<file path="src/verilog/dmts_pkg.sv">
// Purpose: shared constants of the drive mode logic (torque cyclic, stepping, auto setup)
// Assumes: 25 MHz system clock, object port with 16-bit object index
// Notes: object indices double as the register addresses of the object port
package dmts_pkg;

  // ----------------------------------------
  // clock and time base
  // ----------------------------------------
  localparam int CLK_FREQ_HZ = 25000000;
  localparam int TIME_BASE_MS = 1;
  localparam int MS_CYCLES = (CLK_FREQ_HZ / 1000) * TIME_BASE_MS;
  localparam int DIV_STEPS = 32;

  // ----------------------------------------
  // object indices
  // ----------------------------------------
  localparam logic [15:0] OBJ_STEP_NUM = 16'h2057;
  localparam logic [15:0] OBJ_STEP_DEN = 16'h2058;
  localparam logic [15:0] OBJ_SUBTYPE = 16'h205B;
  localparam logic [15:0] OBJ_LOOP_SEL = 16'h2100;
  localparam logic [15:0] OBJ_CMD_WORD = 16'h6040;
  localparam logic [15:0] OBJ_STATE_WORD = 16'h6041;
  localparam logic [15:0] OBJ_MODE_SEL = 16'h6060;
  localparam logic [15:0] OBJ_FE_WINDOW = 16'h6065;
  localparam logic [15:0] OBJ_FE_TIMEOUT = 16'h6066;
  localparam logic [15:0] OBJ_TQ_SET = 16'h6071;
  localparam logic [15:0] OBJ_TQ_MAX = 16'h6072;
  localparam logic [15:0] OBJ_INTERP_PER = 16'h60C2;

  // ----------------------------------------
  // reset values
  // ----------------------------------------
  localparam logic [31:0] RST_STEP_NUM = 32'h0000_0080;
  localparam logic [31:0] RST_STEP_DEN = 32'h0000_0001;
  localparam logic [31:0] RST_SUBTYPE = 32'h0000_0000;
  localparam logic [7:0] RST_INTERP_PER = 8'h01;

  // ----------------------------------------
  // mode codes, subtypes, bit positions
  // ----------------------------------------
  localparam logic [7:0] MODE_TORQUE_CYC = 8'h0A;
  localparam logic [7:0] MODE_STEPPING = 8'hFF;
  localparam logic [7:0] MODE_AUTO_SETUP = 8'hFE;
  localparam logic [31:0] SUB_PULSE_PLUS_SENSE = 32'h0000_0000;
  localparam logic [31:0] SUB_DUAL_PULSE_INPUT = 32'h0000_0001;
  localparam int CW_SETUP_START = 4;
  localparam int SW_SYNC = 8;
  localparam int SW_INDEXED = 10;
  localparam int SW_FOLLOWS = 12;
  localparam int SW_FOLLOW_ERR = 13;

endpackage

</file>
<file path="src/verilog/dmts_step_if.sv">
// Purpose: carrier between mode logic and the step accumulator
// Assumes: one clock domain
// Notes: load starts a new width computation from num and den
`timescale 1ns/1ps
interface dmts_step_if;
  logic load;
  logic [31:0] num;
  logic [31:0] den;
  logic step_evt;
  logic step_up;
  logic busy;
  logic [31:0] position;

  modport ctrl (output load, output num, output den, output step_evt, output step_up,
                input busy, input position);
  modport unit (input load, input num, input den, input step_evt, input step_up,
                output busy, output position);
endinterface

</file>
<file path="src/verilog/dmts_step_unit.sv">
// Purpose: step width division and signed position accumulation
// Assumes: load pulses after any change of numerator or denominator
// Notes: remainder carried between pulses, so num/den is exact on average
`timescale 1ns/1ps
module dmts_step_unit (
  input wire logic clk,
  input wire logic rst_n,
  dmts_step_if.unit sif
);

  logic [31:0] quo_reg;
  logic [31:0] part_reg;
  logic [31:0] dvd_reg;
  logic [5:0] cnt_reg;
  logic busy_reg;
  logic [31:0] width_reg;
  logic [31:0] rem_reg;
  logic [31:0] den_reg;
  logic [32:0] frac_reg;
  logic [31:0] pos_reg;
  logic [32:0] part_shift;
  logic [32:0] frac_sum;
  logic carry;
  logic [31:0] delta;

  // ----------------------------------------
  // restoring divider, one quotient bit a cycle
  // ----------------------------------------
  assign part_shift = {part_reg, dvd_reg[31]};

  always_ff @(posedge clk or negedge rst_n) begin
    if (!rst_n) begin
      quo_reg <= 32'h0000_0000;
      part_reg <= 32'h0000_0000;
      dvd_reg <= 32'h0000_0000;
      cnt_reg <= 6'h00;
      busy_reg <= 1'b0;
    end else if (sif.load) begin
      quo_reg <= 32'h0000_0000;
      part_reg <= 32'h0000_0000;
      dvd_reg <= sif.num;
      cnt_reg <= 6'(dmts_pkg::DIV_STEPS);
      busy_reg <= 1'b1;
    end else if (busy_reg && cnt_reg == 6'h00) begin
      busy_reg <= 1'b0;
    end else if (busy_reg) begin
      dvd_reg <= {dvd_reg[30:0], 1'b0};
      if (sif.den != 32'h0000_0000 && part_shift >= {1'b0, sif.den}) begin
        part_reg <= 32'(part_shift - {1'b0, sif.den});
        quo_reg <= {quo_reg[30:0], 1'b1};
      end else begin
        part_reg <= part_shift[31:0];
        quo_reg <= {quo_reg[30:0], 1'b0};
      end
      cnt_reg <= cnt_reg - 6'h01;
    end
  end

  // old width stays in use until the new one is ready, so no pulse is lost
  always_ff @(posedge clk or negedge rst_n) begin
    if (!rst_n) begin
      width_reg <= dmts_pkg::RST_STEP_NUM;
      rem_reg <= 32'h0000_0000;
      den_reg <= dmts_pkg::RST_STEP_DEN;
    end else if (busy_reg && cnt_reg == 6'h00) begin
      width_reg <= quo_reg;
      rem_reg <= part_reg;
      den_reg <= sif.den;
    end
  end

  // ----------------------------------------
  // position accumulation
  // ----------------------------------------
  assign frac_sum = frac_reg + {1'b0, rem_reg};
  assign carry = (den_reg != 32'h0000_0000) && (frac_sum >= {1'b0, den_reg});
  assign delta = width_reg + {31'h0000_0000, carry};

  always_ff @(posedge clk or negedge rst_n) begin
    if (!rst_n) begin
      pos_reg <= 32'h0000_0000;
      frac_reg <= 33'h0_0000_0000;
    end else if (sif.step_evt) begin
      frac_reg <= carry ? 33'(frac_sum - {1'b0, den_reg}) : frac_sum;
      if (sif.step_up) begin
        pos_reg <= pos_reg + delta;
      end else begin
        pos_reg <= pos_reg - delta;
      end
    end
  end

  // divider reports busy one cycle longer while the width register loads
  assign sif.busy = busy_reg;
  assign sif.position = pos_reg;

endmodule

</file>
<file path="src/verilog/dmts_top.sv">
// Purpose: mode logic for torque cyclic, pulse stepping and auto setup operation
// Assumes: object port and pins synchronous to CLK; actual position fed from the encoder path
// Notes: ms tick from a divider; status word bits depend on the selected mode
// Notes on behaviour
// - operating mode code 10 selects torque cyclic operation.
// - torque cyclic: state bit 8 shows synchronisation to the bus cycle.
// - torque cyclic: state bit 12 high when the setpoint drives torque.
// - cycle length is period times one millisecond; only index -3.
// - torque cyclic: command word bits carry no mode meaning.
// - mode code FFh selects pulse stepping operation.
// - each pulse moves one scaled step in the selected sense.
// - step width per pulse is numerator over denominator, default 128 over 1.
// - stepping in closed loop: state bit 13 flags following error.
// - subtype 0 takes pulses on clock input, sense from direction input.
// - subtype 1 takes sense from which input carries the pulse.
// - mode code FEh selects auto setup.
// - setup run starts only on rising edge of command bit 4.
// - auto setup: state bit 10 shows an encoder index was seen.
// - state bit 12 set once the setup run has finished.
// - closed loop permitted only after a completed setup run.
// - following error when outside the window longer than the ms timeout.
`timescale 1ns/1ps
module dmts_top #(
  parameter int MS_CYCLES = dmts_pkg::MS_CYCLES
) (
  input wire logic CLK,
  input wire logic ARST_N,
  input wire logic [15:0] OD_ADDR,
  input wire logic [31:0] OD_WDATA,
  input wire logic OD_WR,
  input wire logic OD_RD,
  output logic [31:0] OD_RDATA,
  output logic OD_ACK,
  output logic OD_ERR,
  input wire logic STEP_A,
  input wire logic STEP_B,
  input wire logic [31:0] ACTUAL_POS,
  input wire logic INDEX_IN,
  input wire logic SETUP_FINISH,
  output logic SETUP_RUN,
  output logic CLOSED_LOOP,
  output logic [15:0] TORQUE_DEMAND,
  output logic [31:0] STEP_POS,
  output logic [15:0] STATUS_WORD
);

  typedef enum logic [1:0] {
    DMTS_SU_IDLE,
    DMTS_SU_RUN,
    DMTS_SU_DONE
  } dmts_setup_t;
  typedef enum logic [3:0] {
    DMTS_R_NUM, DMTS_R_DEN, DMTS_R_SUB, DMTS_R_LOOP, DMTS_R_CMD, DMTS_R_STATE, DMTS_R_MODE,
    DMTS_R_FEW, DMTS_R_FET, DMTS_R_TQS, DMTS_R_TQM, DMTS_R_PER, DMTS_R_NONE
  } dmts_reg_t;

  logic rst_meta_reg;
  logic rst_n_reg;
  logic [31:0] num_reg;
  logic [31:0] den_reg;
  logic [31:0] subtype_reg;
  logic loop_sel_reg;
  logic [15:0] cmd_reg;
  logic [7:0] mode_reg;
  logic [31:0] fe_window_reg;
  logic [15:0] fe_timeout_reg;
  logic [15:0] tq_set_reg;
  logic [15:0] tq_max_reg;
  logic [7:0] period_reg;
  logic [15:0] state_next;
  logic [15:0] state_reg;
  logic [15:0] ms_cnt_reg;
  logic ms_tick;
  logic [7:0] cyc_cnt_reg;
  logic tq_seen_reg;
  logic sync_reg;
  logic a_prev_reg;
  logic b_prev_reg;
  logic a_rise;
  logic b_rise;
  logic cmd4_prev_reg;
  logic setup_start;
  dmts_setup_t setup_reg;
  logic index_seen_reg;
  logic setup_ok_reg;
  logic fe_flag_reg;
  logic [15:0] fe_cnt_reg;
  logic [32:0] dev;
  logic [32:0] dev_abs;
  logic outside;
  logic follows;
  logic in_torque;
  logic in_step;
  logic in_setup;
  logic wr_tq;
  dmts_reg_t wsel;
  dmts_reg_t rsel;

  dmts_step_if sif ();

  // ----------------------------------------
  // reset release
  // ----------------------------------------
  always_ff @(posedge CLK or negedge ARST_N) begin
    if (!ARST_N) begin
      rst_meta_reg <= 1'b0;
      rst_n_reg <= 1'b0;
    end else begin
      rst_meta_reg <= 1'b1;
      rst_n_reg <= rst_meta_reg;
    end
  end

  // ----------------------------------------
  // object decode
  // ----------------------------------------
  function automatic dmts_reg_t obj_decode(input logic [15:0] a);
    case (a)
      dmts_pkg::OBJ_STEP_NUM: obj_decode = DMTS_R_NUM;
      dmts_pkg::OBJ_STEP_DEN: obj_decode = DMTS_R_DEN;
      dmts_pkg::OBJ_SUBTYPE: obj_decode = DMTS_R_SUB;
      dmts_pkg::OBJ_LOOP_SEL: obj_decode = DMTS_R_LOOP;
      dmts_pkg::OBJ_CMD_WORD: obj_decode = DMTS_R_CMD;
      dmts_pkg::OBJ_STATE_WORD: obj_decode = DMTS_R_STATE;
      dmts_pkg::OBJ_MODE_SEL: obj_decode = DMTS_R_MODE;
      dmts_pkg::OBJ_FE_WINDOW: obj_decode = DMTS_R_FEW;
      dmts_pkg::OBJ_FE_TIMEOUT: obj_decode = DMTS_R_FET;
      dmts_pkg::OBJ_TQ_SET: obj_decode = DMTS_R_TQS;
      dmts_pkg::OBJ_TQ_MAX: obj_decode = DMTS_R_TQM;
      dmts_pkg::OBJ_INTERP_PER: obj_decode = DMTS_R_PER;
      default: obj_decode = DMTS_R_NONE;
    endcase
  endfunction

  assign wsel = OD_WR ? obj_decode(OD_ADDR) : DMTS_R_NONE;
  assign rsel = obj_decode(OD_ADDR);
  assign wr_tq = (wsel == DMTS_R_TQS);

  // ----------------------------------------
  // writable objects
  // ----------------------------------------
  always_ff @(posedge CLK or negedge rst_n_reg) begin
    if (!rst_n_reg) begin
      num_reg <= dmts_pkg::RST_STEP_NUM;
      den_reg <= dmts_pkg::RST_STEP_DEN;
      subtype_reg <= dmts_pkg::RST_SUBTYPE;
      loop_sel_reg <= 1'b0;
      cmd_reg <= 16'h0000;
      mode_reg <= 8'h00;
      fe_window_reg <= 32'h0000_0000;
      fe_timeout_reg <= 16'h0000;
      tq_set_reg <= 16'h0000;
      tq_max_reg <= 16'h0000;
      period_reg <= dmts_pkg::RST_INTERP_PER;
    end else begin
      case (wsel)
        DMTS_R_NUM: num_reg <= OD_WDATA;
        DMTS_R_DEN: den_reg <= OD_WDATA;
        DMTS_R_SUB: subtype_reg <= OD_WDATA;
        DMTS_R_LOOP: loop_sel_reg <= OD_WDATA[0];
        DMTS_R_CMD: cmd_reg <= OD_WDATA[15:0];
        DMTS_R_MODE: mode_reg <= OD_WDATA[7:0];
        DMTS_R_FEW: fe_window_reg <= OD_WDATA;
        DMTS_R_FET: fe_timeout_reg <= OD_WDATA[15:0];
        DMTS_R_TQS: tq_set_reg <= OD_WDATA[15:0];
        DMTS_R_TQM: tq_max_reg <= OD_WDATA[15:0];
        DMTS_R_PER: period_reg <= OD_WDATA[7:0];
        default: ;
      endcase
    end
  end

  // ----------------------------------------
  // read answer, one cycle after the strobe
  // ----------------------------------------
  always_ff @(posedge CLK or negedge rst_n_reg) begin
    if (!rst_n_reg) begin
      OD_RDATA <= 32'h0000_0000;
      OD_ACK <= 1'b0;
      OD_ERR <= 1'b0;
    end else begin
      OD_ACK <= OD_RD | OD_WR;
      OD_ERR <= (OD_RD | OD_WR) && (rsel == DMTS_R_NONE || (OD_WR && rsel == DMTS_R_STATE));
      if (OD_RD) begin
        case (rsel)
          DMTS_R_NUM: OD_RDATA <= num_reg;
          DMTS_R_DEN: OD_RDATA <= den_reg;
          DMTS_R_SUB: OD_RDATA <= subtype_reg;
          DMTS_R_LOOP: OD_RDATA <= {31'h0000_0000, loop_sel_reg};
          DMTS_R_CMD: OD_RDATA <= {16'h0000, cmd_reg};
          DMTS_R_STATE: OD_RDATA <= {16'h0000, state_reg};
          DMTS_R_MODE: OD_RDATA <= {24'h00_0000, mode_reg};
          DMTS_R_FEW: OD_RDATA <= fe_window_reg;
          DMTS_R_FET: OD_RDATA <= {16'h0000, fe_timeout_reg};
          DMTS_R_TQS: OD_RDATA <= {16'h0000, tq_set_reg};
          DMTS_R_TQM: OD_RDATA <= {16'h0000, tq_max_reg};
          DMTS_R_PER: OD_RDATA <= {24'h00_0000, period_reg};
          default: OD_RDATA <= 32'h0000_0000;
        endcase
      end
    end
  end

  // ----------------------------------------
  // mode decode
  // ----------------------------------------
  assign in_torque = (mode_reg == dmts_pkg::MODE_TORQUE_CYC);
  assign in_step = (mode_reg == dmts_pkg::MODE_STEPPING);
  assign in_setup = (mode_reg == dmts_pkg::MODE_AUTO_SETUP);

  // ----------------------------------------
  // millisecond time base and cycle sync
  // ----------------------------------------
  always_ff @(posedge CLK or negedge rst_n_reg) begin
    if (!rst_n_reg) begin
      ms_cnt_reg <= 16'h0000;
    end else if (ms_cnt_reg == 16'(MS_CYCLES - 1)) begin
      ms_cnt_reg <= 16'h0000;
    end else begin
      ms_cnt_reg <= ms_cnt_reg + 16'h0001;
    end
  end

  assign ms_tick = (ms_cnt_reg == 16'(MS_CYCLES - 1));

  // sync means a setpoint arrived in the last cycle window; a write in the closing tick still counts
  always_ff @(posedge CLK or negedge rst_n_reg) begin
    if (!rst_n_reg) begin
      cyc_cnt_reg <= 8'h00;
      tq_seen_reg <= 1'b0;
      sync_reg <= 1'b0;
    end else if (!in_torque) begin
      cyc_cnt_reg <= 8'h00;
      tq_seen_reg <= 1'b0;
      sync_reg <= 1'b0;
    end else if (ms_tick) begin
      if (cyc_cnt_reg + 8'h01 >= period_reg) begin
        cyc_cnt_reg <= 8'h00;
        sync_reg <= tq_seen_reg | wr_tq;
        tq_seen_reg <= 1'b0;
      end else begin
        cyc_cnt_reg <= cyc_cnt_reg + 8'h01;
        tq_seen_reg <= tq_seen_reg | wr_tq;
      end
    end else if (wr_tq) begin
      tq_seen_reg <= 1'b1;
    end
  end

  // ----------------------------------------
  // torque demand
  // ----------------------------------------
  assign follows = in_torque && sync_reg && (tq_max_reg != 16'h0000);

  // controlword deliberately not consulted in this mode
  always_ff @(posedge CLK or negedge rst_n_reg) begin
    if (!rst_n_reg) begin
      TORQUE_DEMAND <= 16'h0000;
    end else if (!follows) begin
      TORQUE_DEMAND <= 16'h0000;
    end else if ($signed(tq_set_reg) > $signed({1'b0, tq_max_reg[14:0]})) begin
      TORQUE_DEMAND <= {1'b0, tq_max_reg[14:0]};
    end else if ($signed(tq_set_reg) < -$signed({1'b0, tq_max_reg[14:0]})) begin
      TORQUE_DEMAND <= 16'(-$signed({1'b0, tq_max_reg[14:0]}));
    end else begin
      TORQUE_DEMAND <= tq_set_reg;
    end
  end

  // ----------------------------------------
  // pulse inputs
  // ----------------------------------------
  always_ff @(posedge CLK or negedge rst_n_reg) begin
    if (!rst_n_reg) begin
      a_prev_reg <= 1'b0;
      b_prev_reg <= 1'b0;
    end else begin
      a_prev_reg <= STEP_A;
      b_prev_reg <= STEP_B;
    end
  end

  assign a_rise = STEP_A && !a_prev_reg;
  assign b_rise = STEP_B && !b_prev_reg;

  // simultaneous pulses on both inputs cancel in the dual input subtype
  always_comb begin
    sif.step_evt = 1'b0;
    sif.step_up = 1'b1;
    if (in_step) begin
      if (subtype_reg == dmts_pkg::SUB_DUAL_PULSE_INPUT) begin
        sif.step_evt = a_rise ^ b_rise;
        sif.step_up = a_rise;
      end else if (subtype_reg == dmts_pkg::SUB_PULSE_PLUS_SENSE) begin
        sif.step_evt = a_rise;
        sif.step_up = !STEP_B;
      end
    end
  end

  // width recomputed on each write of numerator or denominator
  assign sif.load = (wsel == DMTS_R_NUM) || (wsel == DMTS_R_DEN);
  assign sif.num = (wsel == DMTS_R_NUM) ? OD_WDATA : num_reg;
  assign sif.den = (wsel == DMTS_R_DEN) ? OD_WDATA : den_reg;

  dmts_step_unit u_step (
    .clk(CLK),
    .rst_n(rst_n_reg),
    .sif(sif)
  );

  always_ff @(posedge CLK or negedge rst_n_reg) begin
    if (!rst_n_reg) begin
      STEP_POS <= 32'h0000_0000;
    end else begin
      STEP_POS <= sif.position;
    end
  end

  // ----------------------------------------
  // auto setup
  // ----------------------------------------
  always_ff @(posedge CLK or negedge rst_n_reg) begin
    if (!rst_n_reg) begin
      cmd4_prev_reg <= 1'b0;
    end else begin
      cmd4_prev_reg <= cmd_reg[dmts_pkg::CW_SETUP_START];
    end
  end

  assign setup_start = in_setup && cmd_reg[dmts_pkg::CW_SETUP_START] && !cmd4_prev_reg;

  always_ff @(posedge CLK or negedge rst_n_reg) begin
    if (!rst_n_reg) begin
      setup_reg <= DMTS_SU_IDLE;
      setup_ok_reg <= 1'b0;
    end else begin
      case (setup_reg)
        DMTS_SU_IDLE: begin
          if (setup_start) begin
            setup_reg <= DMTS_SU_RUN;
          end
        end
        DMTS_SU_RUN: begin
          if (SETUP_FINISH) begin
            setup_reg <= DMTS_SU_DONE;
            setup_ok_reg <= 1'b1;
          end
        end
        DMTS_SU_DONE: begin
          if (setup_start) begin
            setup_reg <= DMTS_SU_RUN;
          end
        end
        default: setup_reg <= DMTS_SU_IDLE;
      endcase
    end
  end

  // an index in the start cycle is kept: set wins over clear
  always_ff @(posedge CLK or negedge rst_n_reg) begin
    if (!rst_n_reg) begin
      index_seen_reg <= 1'b0;
    end else if (INDEX_IN && (setup_reg == DMTS_SU_RUN || setup_start)) begin
      index_seen_reg <= 1'b1;
    end else if (setup_start) begin
      index_seen_reg <= 1'b0;
    end
  end

  assign SETUP_RUN = (setup_reg == DMTS_SU_RUN);
  assign CLOSED_LOOP = loop_sel_reg && setup_ok_reg;

  // ----------------------------------------
  // following error in stepping closed loop
  // ----------------------------------------
  assign dev = {sif.position[31], sif.position} - {ACTUAL_POS[31], ACTUAL_POS};
  assign dev_abs = dev[32] ? 33'(-dev) : dev;
  assign outside = dev_abs > {1'b0, fe_window_reg};

  always_ff @(posedge CLK or negedge rst_n_reg) begin
    if (!rst_n_reg) begin
      fe_cnt_reg <= 16'h0000;
      fe_flag_reg <= 1'b0;
    end else if (!(in_step && CLOSED_LOOP) || !outside) begin
      fe_cnt_reg <= 16'h0000;
      fe_flag_reg <= 1'b0;
    end else if (ms_tick) begin
      if (fe_cnt_reg >= fe_timeout_reg) begin
        fe_flag_reg <= 1'b1;
      end else begin
        fe_cnt_reg <= fe_cnt_reg + 16'h0001;
      end
    end
  end

  // ----------------------------------------
  // state word
  // ----------------------------------------
  always_comb begin
    state_next = 16'h0000;
    if (in_torque) begin
      state_next[dmts_pkg::SW_SYNC] = sync_reg;
      state_next[dmts_pkg::SW_FOLLOWS] = follows;
    end else if (in_step) begin
      state_next[dmts_pkg::SW_FOLLOW_ERR] = fe_flag_reg;
    end else if (in_setup) begin
      state_next[dmts_pkg::SW_INDEXED] = index_seen_reg;
      state_next[dmts_pkg::SW_FOLLOWS] = (setup_reg == DMTS_SU_DONE);
    end
  end

  always_ff @(posedge CLK or negedge rst_n_reg) begin
    if (!rst_n_reg) begin
      state_reg <= 16'h0000;
    end else begin
      state_reg <= state_next;
    end
  end

  assign STATUS_WORD = state_reg;

endmodule

</file>
<file path="config.mk">
export PLATFORM = sky130hd
export DESIGN_NAME = dmts_top
export DESIGN_NICKNAME = d
export VERILOG_FILES = /design/src/verilog/dmts_pkg.sv /design/src/verilog/dmts_step_if.sv /design/src/verilog/dmts_step_unit.sv /design/src/verilog/dmts_top.sv
export SDC_FILE = /design/constraint.sdc
export NUM_CORES = 2
export LEC_CHECK = 0
export BUFFER_PORTS_ARGS = -buffer_cell sky130_fd_sc_hd__buf_2
export CORE_ASPECT_RATIO = 1.1
export CORE_MARGIN = 5
export CORE_UTILIZATION = 50
export DETAILED_ROUTE_END_ITERATION = 10
export PLACE_DENSITY = 0.73
export SLEW_MARGIN = 30
export SYNTH_ARGS = -nofsm -noshare
export SYNTH_HDL_FRONTEND = slang
export SYNTH_SLANG_ARGS = --single-unit
</file>
<file path="constraint.sdc">
create_clock -name CLK -period 19.1 [get_ports CLK]
set_input_delay 1.91 -clock CLK [delete_from_list [all_inputs] [get_ports CLK]]
set_output_delay 1.91 -clock CLK [all_outputs]
set_load 0.02 [all_outputs]
</file>
* After elaboration in Yosys (flattened, before gate mapping) *
Cells that the tools add are included.

word-level totals
  bits in registers = 611
  input port bits = 88
  logic and storage cells = 220

operators by class
  add/subtract/negate cells = 13
  order comparisons = 7
  eq/ne operators = 48
  multiplexer cells = 64
  bitwise operators = 3
  reduce and logical (&&, ||, !) cells = 44

operator list
  operator               number
  $mux 32                13
  $pmux 32 s12           1
  $eq 16x15->1 const B   9
  $mux 16                7
  $ge 33x32->1           2
  $mux 33                2
  $eq 16x14->1 const B   4
  $reduce_bool 32->1     2
  $sub 32x32->32         2
  $pmux 4 s12            1
  $eq 4x4->1 const B     9
  $add 33x32->33         1
  $gt 33x32->1           1
  $neg 33->33            1
  $sub 32x32->33         1
  $sub 33x32->33         1
  $add 16x1->16 const B  2
  $add 32x1->32          1
  $add 32x32->32         1
  $eq 32x1->1 const B    1
  $logic_not 32->1       1
  $mux 1                 30
  $eq 4x3->1 const B     7
  $mux 8                 3
  other kinds (32)       76

* Depth between registers and ports, before layout *
  depth in word-level cells = 11
  depth in mapped cells = 45
  mapped depth without buffers = 43

* Cells and area by module *
Synthesis repeated with hierarchy kept, for this count alone.

unflattened totals
  cells, all modules = 4275
  area total of the unflattened synthesis = 40209.8 µm²

modules (own cells, without submodules)
  module          times used  cells each  area an instance (µm²)  seq. area each (µm²)
  dmts_top        1           2067        20530.9                 8687.1
  dmts_step_unit  1           2208        19678.9                 6608.8

* Least setup slack after synthesis *
No wires, ideal clock.

  path kind = reg2reg
  start = reg u_step.frac_reg[0]
  end = reg u_step.pos_reg[30], in the netlist u_step.sif.position[30]
  data arrival time = 9.519 ns
  required time = 18.965 ns
  slack = 9.446 ns
  cell stages (with the launch flop) = 43
  buffers on the path = 2
  period minus slack after synthesis = 9.654 ns
  cell sequence = dfrtp_1 -> ha_1 -> fa_1 -> a211oi_1 -> o21ai_0 -> o211ai_1 -> a31oi_1 -> or3_1 -> a21oi_1 -> o21ai_0 -> xor2_1 -> ha_1 -> and3_1 -> and2_1 -> and3_1 -> nand4_1 -> and3_1 -> a21boi_0 -> (+7 left out) -> nor4_1 -> mux2i_1 -> and2_1 -> nand3b_1 -> nand2_1 -> xnor2_1 -> ha_1 -> a21o_1 -> a21o_1 -> a21o_1 -> a311oi_1 -> o21bai_1 -> o41ai_1 -> o21ai_0 -> or4_1 -> a31oi_1 -> xor2_1 -> o21ai_0

between the ends
  cells in the longest elaborated chain, start to end = 6
  elaborated cells between the ends (all ways) = 7
  classes of those cells = add/sub: 4; order compare: 1; mux: 1; reduce/logical: 1

ends and longest elaborated chain
  item                                              line                                        text
  start: declaration                                dmts_step_unit.sv:19                        logic [32:0] frac_reg;
  start signal: assignment                          dmts_step_unit.sv:84                        frac_reg <= carry ? 33'(frac_sum - {1'b0, den_reg}) : frac_sum;
  $add 33x32->33 *                                  dmts_step_unit.sv:75                        assign frac_sum = frac_reg + {1'b0, rem_reg};
  $ge 33x32->1 *                                    dmts_step_unit.sv:76                        assign carry = (den_reg != 32'h0000_0000) && (frac_sum >= {1'b0, den_reg});
  $logic_and 1x1->1 *                               dmts_step_unit.sv:76
  $add 32x1->32 *                                   dmts_step_unit.sv:77                        assign delta = width_reg + {31'h0000_0000, carry};
  $sub 32x32->32 or $add 32x32->32 (tied branches)  dmts_step_unit.sv:88, dmts_step_unit.sv:86
  $mux 32 *                                         dmts_step_unit.sv:85                        if (sif.step_up) begin
  end signal: assignment                            dmts_step_unit.sv:86                        pos_reg <= pos_reg + delta;
  end signal: assignment                            dmts_step_unit.sv:88                        pos_reg <= pos_reg - delta;
  end: declaration                                  dmts_step_unit.sv:20                        logic [31:0] pos_reg;

Every way passes the cells marked *; elsewhere a longest branch is shown, timed or not.
A chain may end at the register's enable or synchronous reset.

* Worst setup path in the final report *
Same ends and word-level chain as after synthesis.

==> metrics.yaml <==
synth:
  synthTopCellsByCount: "dfrtp_1, nand2_1, a21oi_1"
  ys_seq_area_frac: 0.3903
  synth_top_area_share: 0.3870
  async_flop_share: 1.000
  syn-cell-area_mm2: 0.03919
  syn_avg_cell_area_um2: 9.247
  yosys-top-cells-area: "dfrtp_1, ha_1, mux2_2"
  ys_ff_latch: 611
  yosysTopAreaCell: "dfrtp_1"
  yosysMostFrequentCell: "dfrtp_1"
  synthFlopType: "dfrtp_1"
  yosys_warnings: 0
  synth_cell_types: 96
  syn_inst: 4238
  synth-edff-count: 0
routing:
  met3WireLength_mm: 7.947
  wl_met2_mm: 52.17
  totalWireLength_mm: 112.6
  drt-vias-per-instance: 6.006
  dr.pass1.iters: 9
  drtIter0Drc: 3393
  dr_total_vias: 32721
  drcViolationCount: 0
  ant_nets: 0
  top_layer: "met5"
  wl_met1_mm: 47.89
  wl_per_cell_um: 20.67
power:
  p_per_area_mw_per_mm2: 69.08
  p_leak_nw: 21.15
  power.total_mw: 3.003
  peakVddDrop_mv: 0.07637
finish:
  area_delta_synth_final_pct: 10.95
  nNetsFinal: 4709
  largest_register_ffs: 33
  drive_gt1_frac: 0.1506
  fin_area_mm2: 0.04348
global_routing:
  grt_pass1_vias: 31930
  grt_pass1_wl_mm: 178.9
  grt.total_usage: 0.2593
  grt_max_degree: 173
  overflow: 0
  antenna_found_initial: 11
place:
  dp_slack_ps: 7883
  gp_congestion: 0.9833
  dpl_cell_area_mm2: 0.04108
  numPortBuffers: 175
  dpl.hpwl_mm: 83.18
worst_setup_path:
  slowest_stage: "a2111oi_0"
  cp.required_ps: 19590
  path_max_fanout: 11
  crit_type: "flip-flop to flip-flop"
  cp-end-kind: "flip-flop"
  cp.arrival_ps: 11910
  critPathLaunchType: "flip-flop"
  crit_path_max_incr_delay_ps: 830
sta:
  fmax_ghz: 0.08754
  report.final.slew_viol_count: 0
  period_needed_ps: 11420
  period_share: 0.5980
  grt_setup_unrepaired: "false"
  relSlewSlack: 0.3147
  setup_viol: 0
  clock_skew_ps: 52.59
  fin_setup_tns_ps: 0
  tightest_slew_ps: 1025
  hold_violations: 0
  timing.final.ws_setup_ps: 7677
die:
  row_count: 107
  dieArea_mm2: 0.08408
  core-area_mm2: 0.07765
  ios: 188
  die_h_um: 303.6
  die_x_um: 276.9
  start_util: 0.5047
clock_network:
  cts.path.max_buffers: 3
  root_buffer: "clkbuf_16"
  cts_resized: 0
  postCtsSetupRepairBufs: 0
  clk_latency_ps: 650
  postCtsHoldBufs: 0
  cts_tree: "built"
  cts_buffers: 69
  cts-htree-levels: 3
  cts_sinks: 611
  cts.clk_slew.worst_paths_ps: 60
worst_hold_path:
  hold_class: "flip-flop to flip-flop"
run:
  maxCapViolations: 0
outcome:
  status: "completed"
## critical path: cells and delay by family, from the launching register on
| kind | cells | cell delay (ps) |
|---|---|---|
| DFF | 1 | 390 |
| adders and majority gates | 6 | 2010 |
| AOI/OAI and AO/OA | 19 | 5280 |
| and+or+nand+nor | 11 | 2610 |
| buffers and inverters | 1 | 500 |
| xor gates and xnor gates | 3 | 470 |
## kinds of logic after synthesis
group,synth area share
other,0.0001916
buffers and inverters,0.04582
and+or+nand+nor,0.1524
xor gates and xnor gates,0.06280
DFF,0.3903
muxes,0.08969
adders and majority gates,0.08589
AOI/OAI and AO/OA,0.1729
## metrics by stage
stage	cells	util	hold WS [ps]
after floorplan	4249	-	331.2
after global placement	5318	0.5289	336.7
after detailed placement	5318	0.5290	339.7
after CTS	5444	0.5590	351.6
after global routing	5446	0.5598	352.5
final	5448	0.5599	345.2
## layer usage
metal  track usage  vias to the layer above
li1              -                    15354
met1        0.3518                    15955
met2        0.4190                     1139
met3       0.04565                      259
met4       0.09686                       14
met5             0                        -
## layout make-up
cell class,instances,area (um2)
Multi-Input combinational cell,3180,22250
Timing Repair Buffer,223,1287
Sequential cell,611,15300
Antenna cell,3,7.507
Clock buffer,98,1956
Fill cell,6915,34170
Inverter,270,1013
Clock inverter,28,372.9
Tap cell,1035,1295
## path summary, 6_finish.rpt
| kind | start | end | slack [ps] | cells past startpoint |
|---|---|---|---|---|
| worst min-delay path | rst_meta_reg | rst_n_reg | 350 | 0 |
| min in group asynchronous | rst_n_reg | fe_cnt_reg[13] | 370 | 0 |
| worst max register to register | u_step.frac_reg[0] | u_step.sif.position[30] | 7680 | 40 |
| worst max-delay path | u_step.frac_reg[0] | u_step.sif.position[30] | 7680 | 40 |
| max in group asynchronous | rst_n_reg | STEP_POS[9] | 16180 | 3 |
| worst min register to register | rst_meta_reg | rst_n_reg | 350 | 0 |
## layout by cell type (no fill, tap or decap), types with 41 or more instances in the layout
cell type	Yosys	routed
nand3_1	87	87
mux2_2	249	249
o22ai_1	50	49
a21o_1	99	99
xor2_1	99	99
nor4_1	48	44
nand4_1	49	49
nor3_1	92	88
a22oi_1	41	41
nor2_1	284	282
buf_2	13	175
mux2i_1	71	71
a21oi_1	291	291
buf_4	14	41
xnor2_1	182	182
clkbuf_16	0	69
ha_1	261	261
a31oi_1	56	56
nor2b_1	51	51
dfrtp_1	606	605
o21ai_0	228	228
nand2_1	428	425
inv_1	269	269
and3_1	47	47
o21a_1	43	43
## power breakdown
group | leakage (nW) | switching, mW | internal [mW]
clock network | 1.12 | 0.588 | 0.760
logic | 12.0 | 0.181 | 0.119
registers | 7.98 | 0.0293 | 1.33
(Power assumes the default switching activity.)
